### src/core/status_spi_map.svh
// Offsets, field positions, reset values and counts of the serial status port
`ifndef STATUS_SPI_MAP_SVH
`define STATUS_SPI_MAP_SVH

`define FRAME_BITS          6'd16
`define EXT_FRAME_BITS      6'd32
`define BIT_WAKE            0
`define BIT_MODE            1
`define BIT_TX_READY        2
`define BIT_GUARD_FB        3
`define BIT_LATCH_LO        4
`define BIT_LATCH_HI        10
`define BIT_FRAME_ERR       10
`define BIT_PARITY          15
`define UNUSED_BITS         4'hA
`define LATCHED_RESET       7'h01
`define RATE_MIN_BPS        10000
`define RATE_MAX_BPS        2000000

`endif

### src/core/status_spi_pkg.sv
// Types shared by the serial status port
package status_spi_pkg;
    typedef enum logic [1:0] {
        MODE_STANDBY = 2'b01,
        MODE_NORMAL  = 2'b10
    } op_mode_e;
endpackage

### src/core/status_register_spi_readout.sv
// Serial status read-out port with latched flags and mode forcing
// Summary of operation
// (RULE_01) Chip select high: ignore clock, output tri-stated
// (RULE_02) Shift next bit out on clock rising edge
// (RULE_03) Host clocks between 10 kbit/s and 2 Mbit/s; the bench host clocks at 5 Mbit/s
// (RULE_04) Read-out starts at bit zero, ascending order
// (RULE_05) Falling-edge count not 16 flags frame error
// (RULE_06) Good frame end clears inactive latched bits
// (RULE_07) 32-clock frame reads version, counts as error
// (RULE_08) Bits 24 to 31 carry digital revision
// (RULE_09) Bits 16 to 23 carry analog revision
// (RULE_10) Port works only latched mode, io supply good
// (RULE_11) Port disabled below main supply power-on threshold
// (RULE_12) Wake, mode, ready bits mirror flags directly
// (RULE_13) Bit 3 samples guardian pin at bit 2 fall; code reads bit 3 low in standby mode
// (RULE_14) Bits 4 to 10 latch high flag levels
// (RULE_15) Bits 11,13 read low; 12,14 read high
// (RULE_16) Bit 15 is XOR of bits 0 to 14
// (RULE_17) Under-voltage flag forces standby over control input
// (RULE_18) After under-voltage clears, follow standby control input
// (RULE_19) Wake flag clears under-voltage flags, stays standby; code follows standby control input once flags clear
// (RULE_20) Clock not low at select edge is frame error
// (RULE_21) Frame error flag clears on select fall or track
`timescale 1ns/10ps
`default_nettype none
`include "status_spi_map.svh"

module status_register_spi_readout #(
    parameter logic [7:0] ANALOG_REV  = 8'h11,  // Arbitrary value
    parameter logic [7:0] DIGITAL_REV = 8'h22   // Arbitrary value
) (
    input  wire logic clk,                      // 40 MHz system clock
    input  wire logic rst_n,                    // Synchronous reset, active low
    input  wire logic csn_pin,                  // Chip select from host, active low
    input  wire logic sck_pin,                  // Serial clock from host
    output logic      sdo_o,                    // Serial data out
    output logic      sdo_oe,                   // Serial data output enable
    input  wire logic standby_control_input,    // Low requests standby
    input  wire logic guardian_enable_input,    // Guardian enable pin
    input  wire logic track_mode,               // Track error-indication mode selected
    input  wire logic main_supply_power_on_threshold, // High when main supply above threshold
    input  wire logic wake_flag,                // Remote wakeup flag
    input  wire logic tx_ready_flag,            // Transmitter ready flag
    input  wire logic power_on_flag,            // Power-on flag
    input  wire logic bus_error_flag,           // Bus error flag
    input  wire logic thermal_flag,             // Thermal shutdown flag
    input  wire logic tx_timeout_flag,          // Transmit-enable timeout flag
    input  wire logic main_uv_detect,           // Main supply under-voltage detected
    input  wire logic io_uv_detect,             // IO supply under-voltage detected
    output logic      main_uv_flag,             // Main supply under-voltage flag
    output logic      io_uv_flag,               // IO supply under-voltage flag
    output logic      normal_mode,              // High in normal mode
    output logic      frame_error_flag,         // Internal serial frame error flag
    output logic [6:0] latched_status           // Latched status bits 4 to 10
);

    // Synchronisers: first stage read only by the second
    logic [1:0] csn_sync_reg;
    logic [1:0] sck_sync_reg;
    logic       csn_d_reg;
    logic       sck_d_reg;
    logic       csn_fall;
    logic       csn_rise;
    logic       sck_rise;
    logic       sck_fall;
    logic       csn_s;
    logic       sck_s;

    status_spi_pkg::op_mode_e mode_reg;
    logic [5:0]  fall_cnt_reg;
    logic        frame_bad_reg;
    logic [4:0]  bit_idx_reg;
    logic        guard_fb_reg;
    logic        port_on;
    logic [31:0] word;
    logic [6:0]  live_flags;
    logic        mode_is_normal;

    // A frame is correct with sixteen falls and the clock low at both select edges
    function automatic logic frame_ok(input logic [5:0] falls,
                                      input logic       bad_start,
                                      input logic       sck_now);
        frame_ok = (falls == `FRAME_BITS) && !bad_start && !sck_now;
    endfunction

    always_ff @(posedge clk) begin
        if (!rst_n) begin
            csn_sync_reg <= 2'h3;
            sck_sync_reg <= 2'h0;
            csn_d_reg    <= 1'b1;
            sck_d_reg    <= 1'b0;
        end else begin
            csn_sync_reg <= {csn_sync_reg[0], csn_pin};
            sck_sync_reg <= {sck_sync_reg[0], sck_pin};
            csn_d_reg    <= csn_sync_reg[1];
            sck_d_reg    <= sck_sync_reg[1];
        end
    end

    assign csn_s    = csn_sync_reg[1];
    assign sck_s    = sck_sync_reg[1];
    assign csn_fall = csn_d_reg & ~csn_s;
    assign csn_rise = ~csn_d_reg & csn_s;
    assign sck_rise = ~sck_d_reg & sck_s & ~csn_s;  // RULE_01
    assign sck_fall = sck_d_reg & ~sck_s & ~csn_s;  // RULE_01

    assign port_on = ~track_mode & ~io_uv_flag & main_supply_power_on_threshold; // RULE_10 RULE_11

    // Operating mode follows the control input unless an under-voltage forces standby
    always_ff @(posedge clk) begin
        if (!rst_n) begin
            mode_reg <= status_spi_pkg::MODE_STANDBY;
        end else if (main_uv_flag || io_uv_flag) begin
            mode_reg <= status_spi_pkg::MODE_STANDBY; // RULE_17
        end else if (standby_control_input) begin
            mode_reg <= status_spi_pkg::MODE_NORMAL;  // RULE_18
        end else begin
            mode_reg <= status_spi_pkg::MODE_STANDBY; // RULE_18
        end
    end

    always_comb begin
        case (mode_reg)
            status_spi_pkg::MODE_NORMAL:  mode_is_normal = 1'b1;
            status_spi_pkg::MODE_STANDBY: mode_is_normal = 1'b0;
            default:                      mode_is_normal = 1'b0;
        endcase
    end
    assign normal_mode = mode_is_normal;

    // Under-voltage flags; a wake clears them, mode then follows the control input
    always_ff @(posedge clk) begin
        if (!rst_n) begin
            main_uv_flag <= 1'b0;
        end else if (wake_flag) begin
            main_uv_flag <= 1'b0;                     // RULE_19
        end else begin
            main_uv_flag <= main_uv_detect;
        end
    end

    always_ff @(posedge clk) begin
        if (!rst_n) begin
            io_uv_flag <= 1'b0;
        end else if (wake_flag) begin
            io_uv_flag <= 1'b0;                       // RULE_19
        end else begin
            io_uv_flag <= io_uv_detect;
        end
    end

    // Frame length and select-edge checks
    always_ff @(posedge clk) begin
        if (!rst_n) begin
            fall_cnt_reg <= 6'h00;
        end else if (csn_fall) begin
            fall_cnt_reg <= 6'h00;
        end else if (sck_fall && fall_cnt_reg != 6'h3F) begin
            fall_cnt_reg <= fall_cnt_reg + 6'h01;     // RULE_05
        end
    end

    always_ff @(posedge clk) begin
        if (!rst_n) begin
            frame_bad_reg <= 1'b0;
        end else if (csn_fall) begin
            frame_bad_reg <= sck_s;                   // RULE_20
        end
    end

    // Frame error: set wins over clear, cleared by select fall or track mode
    always_ff @(posedge clk) begin
        if (!rst_n) begin
            frame_error_flag <= 1'b0;
        end else if (port_on && csn_rise && !frame_ok(fall_cnt_reg, frame_bad_reg, sck_s)) begin
            frame_error_flag <= 1'b1;                 // RULE_05 RULE_07 RULE_20
        end else if (csn_fall || track_mode) begin
            frame_error_flag <= 1'b0;                 // RULE_21
        end
    end

    assign live_flags = {frame_error_flag, io_uv_flag, main_uv_flag,
                         tx_timeout_flag, thermal_flag, bus_error_flag, power_on_flag};

    // Latched bits: set wins; cleared after a correct frame if flag inactive
    always_ff @(posedge clk) begin
        if (!rst_n) begin
            latched_status <= `LATCHED_RESET;
        end else if (port_on && csn_rise && frame_ok(fall_cnt_reg, frame_bad_reg, sck_s)) begin
            latched_status <= live_flags;             // RULE_06
        end else begin
            latched_status <= latched_status | live_flags; // RULE_14
        end
    end

    // Guardian pin sampled at the falling edge ending bit 2
    always_ff @(posedge clk) begin
        if (!rst_n) begin
            guard_fb_reg <= 1'b0;
        end else if (sck_fall && fall_cnt_reg == 6'd2) begin
            guard_fb_reg <= guardian_enable_input;    // RULE_13
        end
    end

    always_comb begin
        word = 32'h0000_0000;
        word[`BIT_WAKE]     = wake_flag;              // RULE_12
        word[`BIT_MODE]     = mode_is_normal;         // RULE_12
        word[`BIT_TX_READY] = tx_ready_flag;          // RULE_12
        word[`BIT_GUARD_FB] = mode_is_normal & guard_fb_reg; // RULE_13
        word[`BIT_LATCH_HI:`BIT_LATCH_LO] = latched_status;
        word[14:11] = `UNUSED_BITS;                   // RULE_15
        word[`BIT_PARITY] = ^word[14:0];              // RULE_16
        word[23:16] = ANALOG_REV;                     // RULE_09
        word[31:24] = DIGITAL_REV;                    // RULE_08
    end

    // Shift index: bit 0 after select falls, next bit at each rising edge after the first
    always_ff @(posedge clk) begin
        if (!rst_n) begin
            bit_idx_reg <= 5'h00;
        end else if (csn_fall) begin
            bit_idx_reg <= 5'h00;                     // RULE_04
        end else if (sck_rise && fall_cnt_reg != 6'h00) begin
            bit_idx_reg <= fall_cnt_reg[4:0];         // RULE_02 RULE_04 RULE_07
        end
    end

    always_ff @(posedge clk) begin
        if (!rst_n) begin
            sdo_o  <= 1'b0;
            sdo_oe <= 1'b0;
        end else begin
            sdo_oe <= port_on & ~csn_s;               // RULE_01 RULE_10 RULE_11
            sdo_o  <= word[bit_idx_reg];              // RULE_02
        end
    end

endmodule
`default_nettype wire

### config.mk
export PLATFORM = sky130hd
export DESIGN_NAME = status_register_spi_readout
export DESIGN_NICKNAME = d
export VERILOG_FILES = /design/src/core/status_spi_pkg.sv /design/src/core/status_register_spi_readout.sv
export VERILOG_INCLUDE_DIRS = /design/src /design/src/core
export SDC_FILE = /design/constraint.sdc
export NUM_CORES = 1
export LEC_CHECK = 0
export BUFFER_PORTS_ARGS = -buffer_cell sky130_fd_sc_hd__buf_2
export CAP_MARGIN = 20
export CORE_UTILIZATION = 57
export DETAILED_ROUTE_END_ITERATION = 10
export PLACE_DENSITY_LB_ADDON = 0.1
export SYNTH_ARGS = -nofsm -noshare
export SYNTH_HDL_FRONTEND = slang
export SYNTH_SLANG_ARGS = --single-unit
### constraint.sdc
create_clock -name clk -period 2.8 [get_ports clk]
set_input_delay 0.28 -clock clk [delete_from_list [all_inputs] [get_ports clk]]
set_output_delay 0.28 -clock clk [all_outputs]
set_load 0.02 [all_outputs]
==> summary.txt, run 1 <==
Run status
  • Result of the run: finished, final reports clean

Power
  • Switching power: 195.8 uW
  • Post-layout power: 837.7 uW
  • Internal power: 641.9 uW
  • Clock network fraction of design power: 32.0%
  • Switching portion of total power: between 20% and 30%
  • Highest ir drop seen on vdd: 394.7 uV
  • Power per standard cell area: ~500 mW/mm2
  • Sequential fraction of design power: 58.6%
  • Leakage Power: 0.6881 nW
  • Comb pwr share: 9.4%

Layout
  • Antenna fix cells: 0
  • Layout cells sized above 1: about 22%
  • Total of fill cells in the finished design: 195
  • Number of nets at the end of the flow: 197
  • Number of flip-flops under the largest register name: 7
  • Final cell area excluding filler cells: 0.001677 mm2
  • Post-layout util: 67.68%
  • Area growth from synthesis to layout: 12.79%

Placed design
  • DP Area: around 0.0016 mm2
  • # port buffers: 28
  • Final RePlAce weighted congestion: 0.7697
  • Placed wire-length estimate: 1948 um

Setup path
  • Crit-path cells: nor4b_1 -> nand4_1 -> a21oi_1 -> nor2b_1
  • CP bufs+invs: 0
  • Startpoint Class: register
  • Path type of the worst setup path: reg2reg
  • Worst-path cell with the longest stage delay: sky130_fd_sc_hd__dfxtp_1
  • Dominant delay contributor by cell family on the critical path: simple AND/OR/NAND/NOR gates
  • Required time reported for the critical path endpoint: 3.03 ns
  • Critical path peak fanout: 7
  • Sort of element at the end of the critical path: register
  • Arrival time at the worst endpoint: roughly 1.9 ns
  • Peak per-stage delay on the critical path: 0.48 ns

Logic synthesis
  • Register bit count reported by yosys: 33
  • Synth Area per Inst: 10.04 um2
  • Portion of synthesized cell area occupied by the leading cell type: 44.44%
  • Synthesized instance count: 148
  • Most frequently used flop master after synthesis: sky130_fd_sc_hd__dfxtp_1
  • Number of warnings printed during yosys synthesis: 0
  • Number of enable-type register cells in the synthesized netlist: 0
  • Top area cells in the synthesized netlist: sky130_fd_sc_hd__dfxtp_1, sky130_fd_sc_hd__mux2i_1, sky130_fd_sc_hd__nor2b_1
  • Number of distinct library cells after synthesis: 36
  • Async set-or-reset flop fraction in the synthesized netlist: 0%
  • Area of the mapped netlist: ~0.0015 mm2
  • Syn Nets: 167
  • Sequential share of the synthesized area: between 40% and 50%
  • Post-synth top area cell: sky130_fd_sc_hd__dfxtp_1

Floorplan
  • Die Outline Area: about 0.0028 mm2
  • I/O pin count: 29
  • Die width: between 50 and 60 um
  • Starting utilization of the core area: 60.00%
  • Area of the core region: 0.002477 mm2
  • Vertical die dimension: approximately 53 um
  • Std cell rows: 18

GRT
  • Tot GR Track Use: 22.31%
  • Pin count of the biggest net entering global routing: 24
  • Total global routing overflow: 0
  • Wire length of the first global-routing pass: ~4400 um
  • Met3 Usage GRT: under 10%
  • Gr busiest metal: met2
  • Number of global-route vias before repair: between 900 and 1000
  • Met1 usage in global routing: 26.09%
  • Met2 Track Usage GR: 36.08%
  • Antenna violations before repair: 0

CTS
  • Number of buffers between clock root and the deepest sink: 2
  • Clock transition at the registers of the reported paths: roughly 0.090 ns
  • CTS buffer count: 5
  • Latest clock arrival within the worst-skew pair: between 0.3 and 0.4 ns
  • Clock sink total: 33
  • Root Buffer: sky130_fd_sc_hd__clkbuf_4
  • Number of buffers added to fix hold violations after cts: 0
  • Resized cells post-CTS: 0
  • Post-CTS Repair Setup Buffers: 0
  • Clock tree from TritonCTS: yes
  • CTS H-Tree Depth: 2

STA
  • Relative slew slack: 72.05%
  • Final number of hold-violating endpoints: 0
  • Max Slew Vio Count: 0
  • Share of the cycle needed by the critical path after routing: 58.28%
  • Setup-violating endpoint count in the final report: 0
  • Final TNS setup: 0 ns
  • Final hold slack: 0.1261 ns
  • Fmax: 612.8 MHz
  • Post-route clock skew: 0.004404 ns
  • Unrepaired setup endpoints after global routing: no
  • Min Tclk post-route: roughly 1.6 ns
  • Worst Max-Slew Pin Slew: between 0.4 and 0.5 ns

Drt
  • Post-route antenna net violation count: 0
  • Routed vias: 1107
  • Average via count per standard cell: 5.322
  • Initial drt markers: 15
  • Number of detailed-routing iterations run before antenna repair: 4
  • Routed length per placed instance: between 10 and 15 um
  • DRC Markers: 0
  • Post-detailed-routing wire length: approximately 2600 um

Worst hold path
  • Min-Delay Path Class: in2reg

Job
  • Number of maximum-capacitance violations: 0
## per-layer routing
metal  vias up  share of wire (%)  wire length, um
li1        565                  -                -
met1       516                 46             1212
met2        19                 47             1231
met3         7                4.1              108
met4         0                2.1               56
met5         -                  0                0
## stage by stage
stage / instances / setup WS [ns]
6_report: 208 / 1.168
5_1_grt: 208 / 1.035
3_3_place_gp: 201 / 1.202
3_5_place_dp: 201 / 1.144
2_1_floorplan: 148 / 1.277
4_1_cts: 208 / 1.166
## power groups by stage
| stage | clock network (mW) | logic [mW] | registers, mW |
|---|---|---|---|
| floorplan | 0 | 0.0479 | 0.509 |
| global placement | 0 | 0.0769 | 0.502 |
| detailed placement | 0 | 0.0789 | 0.502 |
| CTS | 0.278 | 0.0793 | 0.491 |
| global route | 0.296 | 0.0854 | 0.494 |
| finish | 0.268 | 0.0784 | 0.491 |
## final cells by class
| class | count | area (um2) | share of cell area, % |
|---|---|---|---|
| timing repair buffer | 28 | 140.1 | 8.358 |
| clock buffer | 7 | 55.05 | 3.284 |
| multi-input combinational | 107 | 772.0 | 46.04 |
| tap | 30 | 37.54 | 2.239 |
| sequential | 33 | 660.6 | 39.40 |
| inverter | 3 | 11.26 | 0.6716 |
## layout by cell type, fill, tap and decap left out, drive strengths merged, types with 5 or more instances in the layout
master  Yosys  layout
dfxtp      33      33
nand3       5       5
a21oi      10      10
xnor2       6       6
xor2        7       7
mux2i       8       8
nand2b      9       9
nor2b      10      10
buf         1      28
nand2       6       6
nor2       16      16
clkbuf      3       7
## worst paths after layout
path                                                   start                           end  slack [ns]  depth (start not counted)
worst max-delay path            fall_cnt_reg[4]$_SDFFE_PP0P_  latched_status[1]$_SDFF_PN0_        1.17                          4
worst min-delay path                                 csn_pin    csn_sync_reg[0]$_SDFF_PN1_        0.13                          2
worst max register to register  fall_cnt_reg[4]$_SDFFE_PP0P_  latched_status[1]$_SDFF_PN0_        1.17                          4
worst min register to register    csn_sync_reg[0]$_SDFF_PN1_    csn_sync_reg[1]$_SDFF_PN1_        0.42                          1
## synthesized netlist by cell type (3+ instances only)
cell type / n
sky130_fd_sc_hd__and2_1: 3
sky130_fd_sc_hd__mux2i_1: 8
sky130_fd_sc_hd__nand2_1: 6
sky130_fd_sc_hd__nand3_1: 5
sky130_fd_sc_hd__nand2b_1: 9
sky130_fd_sc_hd__a21oi_1: 10
sky130_fd_sc_hd__xnor2_1: 6
sky130_fd_sc_hd__dfxtp_1: 33
sky130_fd_sc_hd__nor2_1: 16
sky130_fd_sc_hd__inv_1: 3
sky130_fd_sc_hd__xor2_1: 7
sky130_fd_sc_hd__nor4b_1: 3
sky130_fd_sc_hd__nor2b_1: 10
sky130_fd_sc_hd__ha_1: 3
## cell families (layout without fill, tap and decap cells)
| group | count (synthesis) | count (layout) | share of synthesized area [%] |
|---|---|---|---|
| muxes | 9 | 9 | 7.155 |
| xor gates and xnor gates | 14 | 14 | 9.175 |
| buffers and inverters | 8 | 38 | 3.619 |
| AOI/OAI and AO/OA | 17 | 17 | 8.165 |
| and+or+nand+nor | 64 | 64 | 24.92 |
| adders and majority gates | 3 | 3 | 2.526 |
| DFF | 33 | 33 | 44.44 |
Power figures use the tool's default switching activity.
==> run 2, diff against run 1 <==
--- a/config.mk
+++ b/config.mk
@@ -8,7 +8,7 @@
 export LEC_CHECK = 0
 export BUFFER_PORTS_ARGS = -buffer_cell sky130_fd_sc_hd__buf_2
 export CAP_MARGIN = 20
-export CORE_UTILIZATION = 57
+export CORE_UTILIZATION = 53
 export DETAILED_ROUTE_END_ITERATION = 10
 export PLACE_DENSITY_LB_ADDON = 0.1
 export SYNTH_ARGS = -nofsm -noshare
==> constraint.sdc (replaced) <==
create_clock -name clk -period 1.6 [get_ports clk]
set_input_delay 0.16 -clock clk [delete_from_list [all_inputs] [get_ports clk]]
set_output_delay 0.16 -clock clk [all_outputs]
set_load 0.02 [all_outputs]
==> summary.txt, run 2 (same netlist as run 1, synthesis figures left out) <==
Run status
  • Result of the run: finished, final reports clean

Worst hold path
  • Worst Hold Path EP: latched_status[0]$_SDFF_PN1_
  • WHS Path Cells: 2
  • Min-Delay Path Class: in2reg
  • Min-delay src: power_on_flag

STA
  • Relative slew slack: 71.07%
  • Setup-violating endpoint count in the final report: 0
  • Worst Max-Slew Pin Slew: around 0.43 ns
  • Final setup margin: roughly 0.094 ns
  • Final number of hold-violating endpoints: 0
  • Max Slew Vio Count: 0
  • Fmax: 664.0 MHz
  • Unrepaired setup endpoints after global routing: no
  • Min Tclk post-route: 1.506 ns
  • Final TNS setup: 0 ns
  • Share of the cycle needed by the critical path after routing: 94.12%
  • Post-route clock skew: 0.009640 ns

Drt
  • Number of detailed-routing iterations run before antenna repair: 3
  • Routed vias: 1133
  • Post-route antenna net violation count: 0
  • Average via count per standard cell: 5.245
  • Initial drt markers: 7
  • DRC Markers: 0
  • Routed length per placed instance: 13.90 um
  • Post-detailed-routing wire length: 3002 um

Floorplan
  • Area of the core region: 0.002567 mm2
  • Die Outline Area: 0.003021 mm2
  • I/O pin count: 29
  • Std cell rows: 18
  • Starting utilization of the core area: 57.89%
  • Die width: 54.96 um
  • Vertical die dimension: about 55 um

CTS
  • Clock transition at the registers of the reported paths: about 0.10 ns
  • Root Buffer: sky130_fd_sc_hd__clkbuf_4
  • CTS buffer count: 5
  • Latest clock arrival within the worst-skew pair: 0.32 ns
  • CTS H-Tree Depth: 2
  • Clock sink total: 33
  • Clock tree from TritonCTS: yes
  • Number of buffers between clock root and the deepest sink: 2

Layout
  • Number of nets at the end of the flow: 205
  • Most common cell after layout, fill and taps aside: sky130_fd_sc_hd__dfxtp_1
  • Top library cells by usage in the layout, fill and taps aside: sky130_fd_sc_hd__dfxtp_1, sky130_fd_sc_hd__buf_2, sky130_fd_sc_hd__nor2_1
  • Layout cells sized above 1: 27.42%
  • Total of fill cells in the finished design: 222
  • Number of flip-flops under the largest register name: 7
  • Area growth from synthesis to layout: 17.68%
  • Antenna fix cells: 0

Setup path
  • Crit-path cells: or3b_4 -> a31oi_4 -> nand4_1 -> xor2_1 -> nor2_1
  • Worst reg2reg path depth: 5
  • Startpoint Class: register
  • R2R setup slack: 0.09 ns
  • Required time reported for the critical path endpoint: 1.80 ns
  • Sort of element at the end of the critical path: register
  • Critical path peak fanout: 7
  • Worst-path cell with the longest stage delay: sky130_fd_sc_hd__or3b_4
  • Arrival time at the worst endpoint: 1.71 ns
  • Reg2reg start: sck_sync_reg[1]$_SDFF_PN0_
  • Worst r2r dst: fall_cnt_reg[5]$_SDFFE_PP0P_
  • Path type of the worst setup path: reg2reg
  • Peak per-stage delay on the critical path: approximately 0.43 ns

GRT
  • Met3 Usage GRT: under 10%
  • Total global routing overflow: 0
  • Pin count of the biggest net entering global routing: 24
  • Wire length of the first global-routing pass: 4823 um
  • Antenna violations before repair: 0
  • Number of global-route vias before repair: between 1000 and 1500
  • Met1 usage in global routing: 26.17%
  • Gr busiest metal: met2
  • Tot GR Track Use: 23.28%
  • Met2 Track Usage GR: 40.96%

Power
  • Highest ir drop seen on vdd: around 740 uV
  • Power per standard cell area: 836.9 mW/mm2
  • Leakage Power: 0.7315 nW

Placed design
  • # port buffers: 28
  • Final RePlAce weighted congestion: 0.7255
  • Placed wire-length estimate: 2276 um
  • Pre-CTS setup slack: -0.002792 ns

Job
  • Number of maximum-capacitance violations: 0
-- run 2: changes by cell type in the layout (fill, tap and decap cells not counted) --
cell | previous run | this run
sky130_fd_sc_hd__a31oi_4 | 1 | 2
sky130_fd_sc_hd__dfxtp_2 | 0 | 3
sky130_fd_sc_hd__dfxtp_1 | 33 | 30
sky130_fd_sc_hd__a31oi_2 | 1 | 0
sky130_fd_sc_hd__buf_4 | 0 | 8
-- run 2: metal layers --
layer,routed length (um),part of all wire [%]
met1,1347,45
met5,0,0
met4,46,1.5
met3,99,3.3
met2,1509,50
-- run 2: worst max path at each step --
stage                                 startpoint                           end  cells past startpoint
finish                sck_sync_reg[1]$_SDFF_PN0_  fall_cnt_reg[5]$_SDFFE_PP0P_                      5
global route        fall_cnt_reg[1]$_SDFFE_PP0P_  fall_cnt_reg[5]$_SDFFE_PP0P_                      6
CTS                   sck_sync_reg[1]$_SDFF_PN0_  latched_status[1]$_SDFF_PN0_                      4
detailed placement                    track_mode  latched_status[1]$_SDFF_PN0_                      6
global placement                      track_mode  latched_status[2]$_SDFF_PN0_                      6
floorplan           latched_status[6]$_SDFF_PN0_              sdo_o$_SDFF_PN0_                      5
-- run 2: final cells by class --
type | count | area [um2] | area share [%]
clock buffer | 7 | 55.05 | 3.147
inverter | 3 | 11.26 | 0.6438
multi-input combinational | 107 | 780.7 | 44.64
sequential | 33 | 664.4 | 37.98
tap | 30 | 37.54 | 2.146
timing repair buffer | 36 | 200.2 | 11.44
-- run 2: worst max-delay path, delay by kind of cell (launching register included) --
kind	cells	cell delay (ns)
AND/OR/NAND/NOR	3	0.62
flip-flops	1	0.37
AO/OA/AOI/OAI	1	0.24
XOR/XNOR	1	0.14
-- run 2: per-stage QoR --
step	power (mW)	std cells	hold WS [ns]	utilization [%]	area (um2)
floorplan	0.9742	148	0.2615	-	1486
global placement	1.016	207	0.3437	64.91	1667
detailed placement	1.021	207	0.3510	64.91	1667
CTS	1.480	214	0.006244	67.06	1722
global route	1.528	216	0.003144	68.13	1749
finish	1.464	216	0.01671	68.13	1749
-- run 2: power breakdown --
group          leakage [nW]  switching [mW]  internal [mW]
sequential            0.270          0.0167          0.843
combinational         0.430          0.0669         0.0767
clock                0.0314           0.253          0.207
-- run 2: what timing repair did --
action / in CTS / in global routing
resized for setup: 0 / 4
hold endpoints to repair: 0 / 0
hold buffers: 0 / 0
setup endpoints to repair: 0 / 14
setup buffers: 0 / 2
==> run 3, diff against run 2 <==
--- a/config.mk
+++ b/config.mk
@@ -11,6 +11,8 @@
 export CORE_UTILIZATION = 53
 export DETAILED_ROUTE_END_ITERATION = 10
 export PLACE_DENSITY_LB_ADDON = 0.1
+export REMOVE_ABC_BUFFERS = 1
+export SLEW_MARGIN = 20
 export SYNTH_ARGS = -nofsm -noshare
 export SYNTH_HDL_FRONTEND = slang
 export SYNTH_SLANG_ARGS = --single-unit
==> constraint.sdc (replaced) <==
create_clock -name clk -period 1.6 [get_ports clk]
set_input_delay 0.08 -clock clk [delete_from_list [all_inputs] [get_ports clk]]
set_output_delay 0.08 -clock clk [all_outputs]
set_load 0.02 [all_outputs]
==> summary.txt, run 3 (same netlist as run 1, synthesis figures left out) <==
Layout
  • Number of standard cells in the layout, taps in and fillers out: 220
  • Layout cells sized above 1: 24.74%
  • Antenna fix cells: 0
  • Most common cell after layout, fill and taps aside: sky130_fd_sc_hd__dfxtp_1
  • Total of fill cells in the finished design: 209
  • Number of nets at the end of the flow: 209
  • Final cell area excluding filler cells: roughly 0.0018 mm2
  • Number of flip-flops under the largest register name: 7
  • Area growth from synthesis to layout: 20.79%
  • Top library cells by usage in the layout, fill and taps aside: sky130_fd_sc_hd__dfxtp_1, sky130_fd_sc_hd__buf_2, sky130_fd_sc_hd__nor2_1

Worst hold path
  • Min-Delay Path Class: in2reg
  • WHS Path Cells: 2

Drt
  • Number of detailed-routing iterations run before antenna repair: 4
  • Average via count per standard cell: 5.427
  • Routed vias: between 1000 and 1500
  • Post-detailed-routing wire length: roughly 3000 um
  • Initial drt markers: 14
  • Routed length per placed instance: 13.64 um
  • Post-route antenna net violation count: 0
  • DRC Markers: 0

GRT
  • Total global routing overflow: 0
  • Number of global-route vias before repair: ~1100
  • Antenna violations before repair: 0
  • Wire length of the first global-routing pass: 4912 um
  • Pin count of the biggest net entering global routing: 24
  • Tot GR Track Use: a little under a quarter

CTS
  • Latest clock arrival within the worst-skew pair: 0.32 ns
  • Root Buffer: sky130_fd_sc_hd__clkbuf_4
  • CTS buffer count: 5
  • Number of buffers between clock root and the deepest sink: 2
  • Clock transition at the registers of the reported paths: 0.10 ns
  • Clock sink total: 33
  • Clock tree from TritonCTS: yes
  • CTS H-Tree Depth: 2

Floorplan
  • Starting utilization of the core area: 57.89%
  • Area of the core region: approximately 0.0026 mm2
  • Vertical die dimension: 54.96 um
  • I/O pin count: 29
  • Die Outline Area: 0.003021 mm2
  • Die width: 54.96 um
  • Std cell rows: 18

Setup path
  • Crit-path cells: xor2_1 -> xnor2_1 -> xnor3_1 -> a31oi_1 -> o31ai_1
  • CP bufs+invs: 0
  • Worst reg2reg path depth: 5
  • Peak per-stage delay on the critical path: 0.43 ns
  • Critical path endpoint: sdo_o$_SDFF_PN0_
  • Sort of element at the end of the critical path: register
  • R2R setup slack: 0.09 ns
  • Crit path depth: 5
  • Startpoint Class: register
  • Dominant delay contributor by cell family on the critical path: XOR/XNOR gates
  • Crit. Startpoint: latched_status[1]$_SDFF_PN0_
  • Reg2reg start: latched_status[1]$_SDFF_PN0_
  • Worst-path cell with the longest stage delay: sky130_fd_sc_hd__dfxtp_1
  • Arrival time at the worst endpoint: 1.73 ns
  • Worst r2r dst: sdo_o$_SDFF_PN0_
  • Critical path peak fanout: 4
  • Path type of the worst setup path: reg2reg
  • Required time reported for the critical path endpoint: 1.82 ns

STA
  • Fmax: 664.3 MHz
  • Relative slew slack: 64.22%
  • Final TNS setup: 0 ns
  • Worst Max-Slew Pin Slew: 0.5295 ns
  • Post-route clock skew: roughly 0.0035 ns
  • Final number of hold-violating endpoints: 0
  • Max Slew Vio Count: 0
  • Min Tclk post-route: 1.505 ns
  • Setup-violating endpoint count in the final report: 0
  • Share of the cycle needed by the critical path after routing: 94.08%

Power
  • Power per standard cell area: roughly 830 mW/mm2
  • Post-layout power: 1.494 mW
  • Leakage Power: 0.7441 nW
  • Highest ir drop seen on vdd: 653.9 uV

Placed design
  • Number of placed instances, taps included: 205
  • Placed wire-length estimate: about 2100 um
  • DP Area: between 0.0015 and 0.002 mm2
  • # port buffers: 28
  • Final RePlAce weighted congestion: 0.7406

Job
  • Number of maximum-capacitance violations: 0

Run status
  • Result of the run: finished, final reports clean
[run 3: cell type report]
type | instances | area, um2 | area share, %
Clock buffer | 7 | 55.05 | 3.066
Inverter | 3 | 11.26 | 0.6272
Multi-Input combinational cell | 107 | 780.7 | 43.48
Sequential cell | 33 | 663.1 | 36.93
Tap cell | 30 | 37.54 | 2.091
Timing Repair Buffer | 40 | 247.7 | 13.80
[run 3: worst min-delay path by stage]
stage | startpoint | end | slack, ns
CTS | io_uv_detect | io_uv_flag$_SDFF_PP0_ | 0.004
global placement | csn_pin | csn_sync_reg[0]$_SDFF_PN1_ | 0.26
finish | io_uv_detect | io_uv_flag$_SDFF_PP0_ | 0.01
global route | io_uv_detect | io_uv_flag$_SDFF_PP0_ | 0.00003
detailed placement | csn_pin | csn_sync_reg[0]$_SDFF_PN1_ | 0.27
floorplan | rst_n | csn_sync_reg[0]$_SDFF_PN1_ | 0.15
[run 3: power by group]
group | leakage [nW] | internal (mW) | switching (mW) | total (mW)
registers | 0.270 | 0.843 | 0.0178 | 0.860
logic | 0.442 | 0.0866 | 0.0700 | 0.157
clock network | 0.0314 | 0.207 | 0.269 | 0.477
total | 0.744 | 1.14 | 0.357 | 1.49
[run 3: metrics by stage]
step / setup slack [ns] / util, % / hold slack, ns
after floorplan: 0.07695 / - / 0.1530
after CTS: 0.02086 / 69.20 / 0.003951
after detailed placement: 0.05489 / 64.33 / 0.2653
final: 0.09464 / 69.93 / 0.01059
after global routing: -0.0007608 / 69.93 / 0.00002853
after global placement: 0.1232 / 64.33 / 0.2640
[run 3: routing by layer]
layer / vias up / routed length, um / track usage, %
li1: 586 / - / -
met1: 584 / 1395 / 28.98
met2: 20 / 1497 / 39.96
met3: 4 / 78 / 7.650
met4: 0 / 29 / 7.083
met5: - / 0 / 0
[run 3: timing repair]
action,in CTS,in global routing
gates resized for setup,0,3
endpoints found under the hold margin,7,0
hold buffers,7,0
setup buffers,0,1
endpoints found under the setup margin,0,4
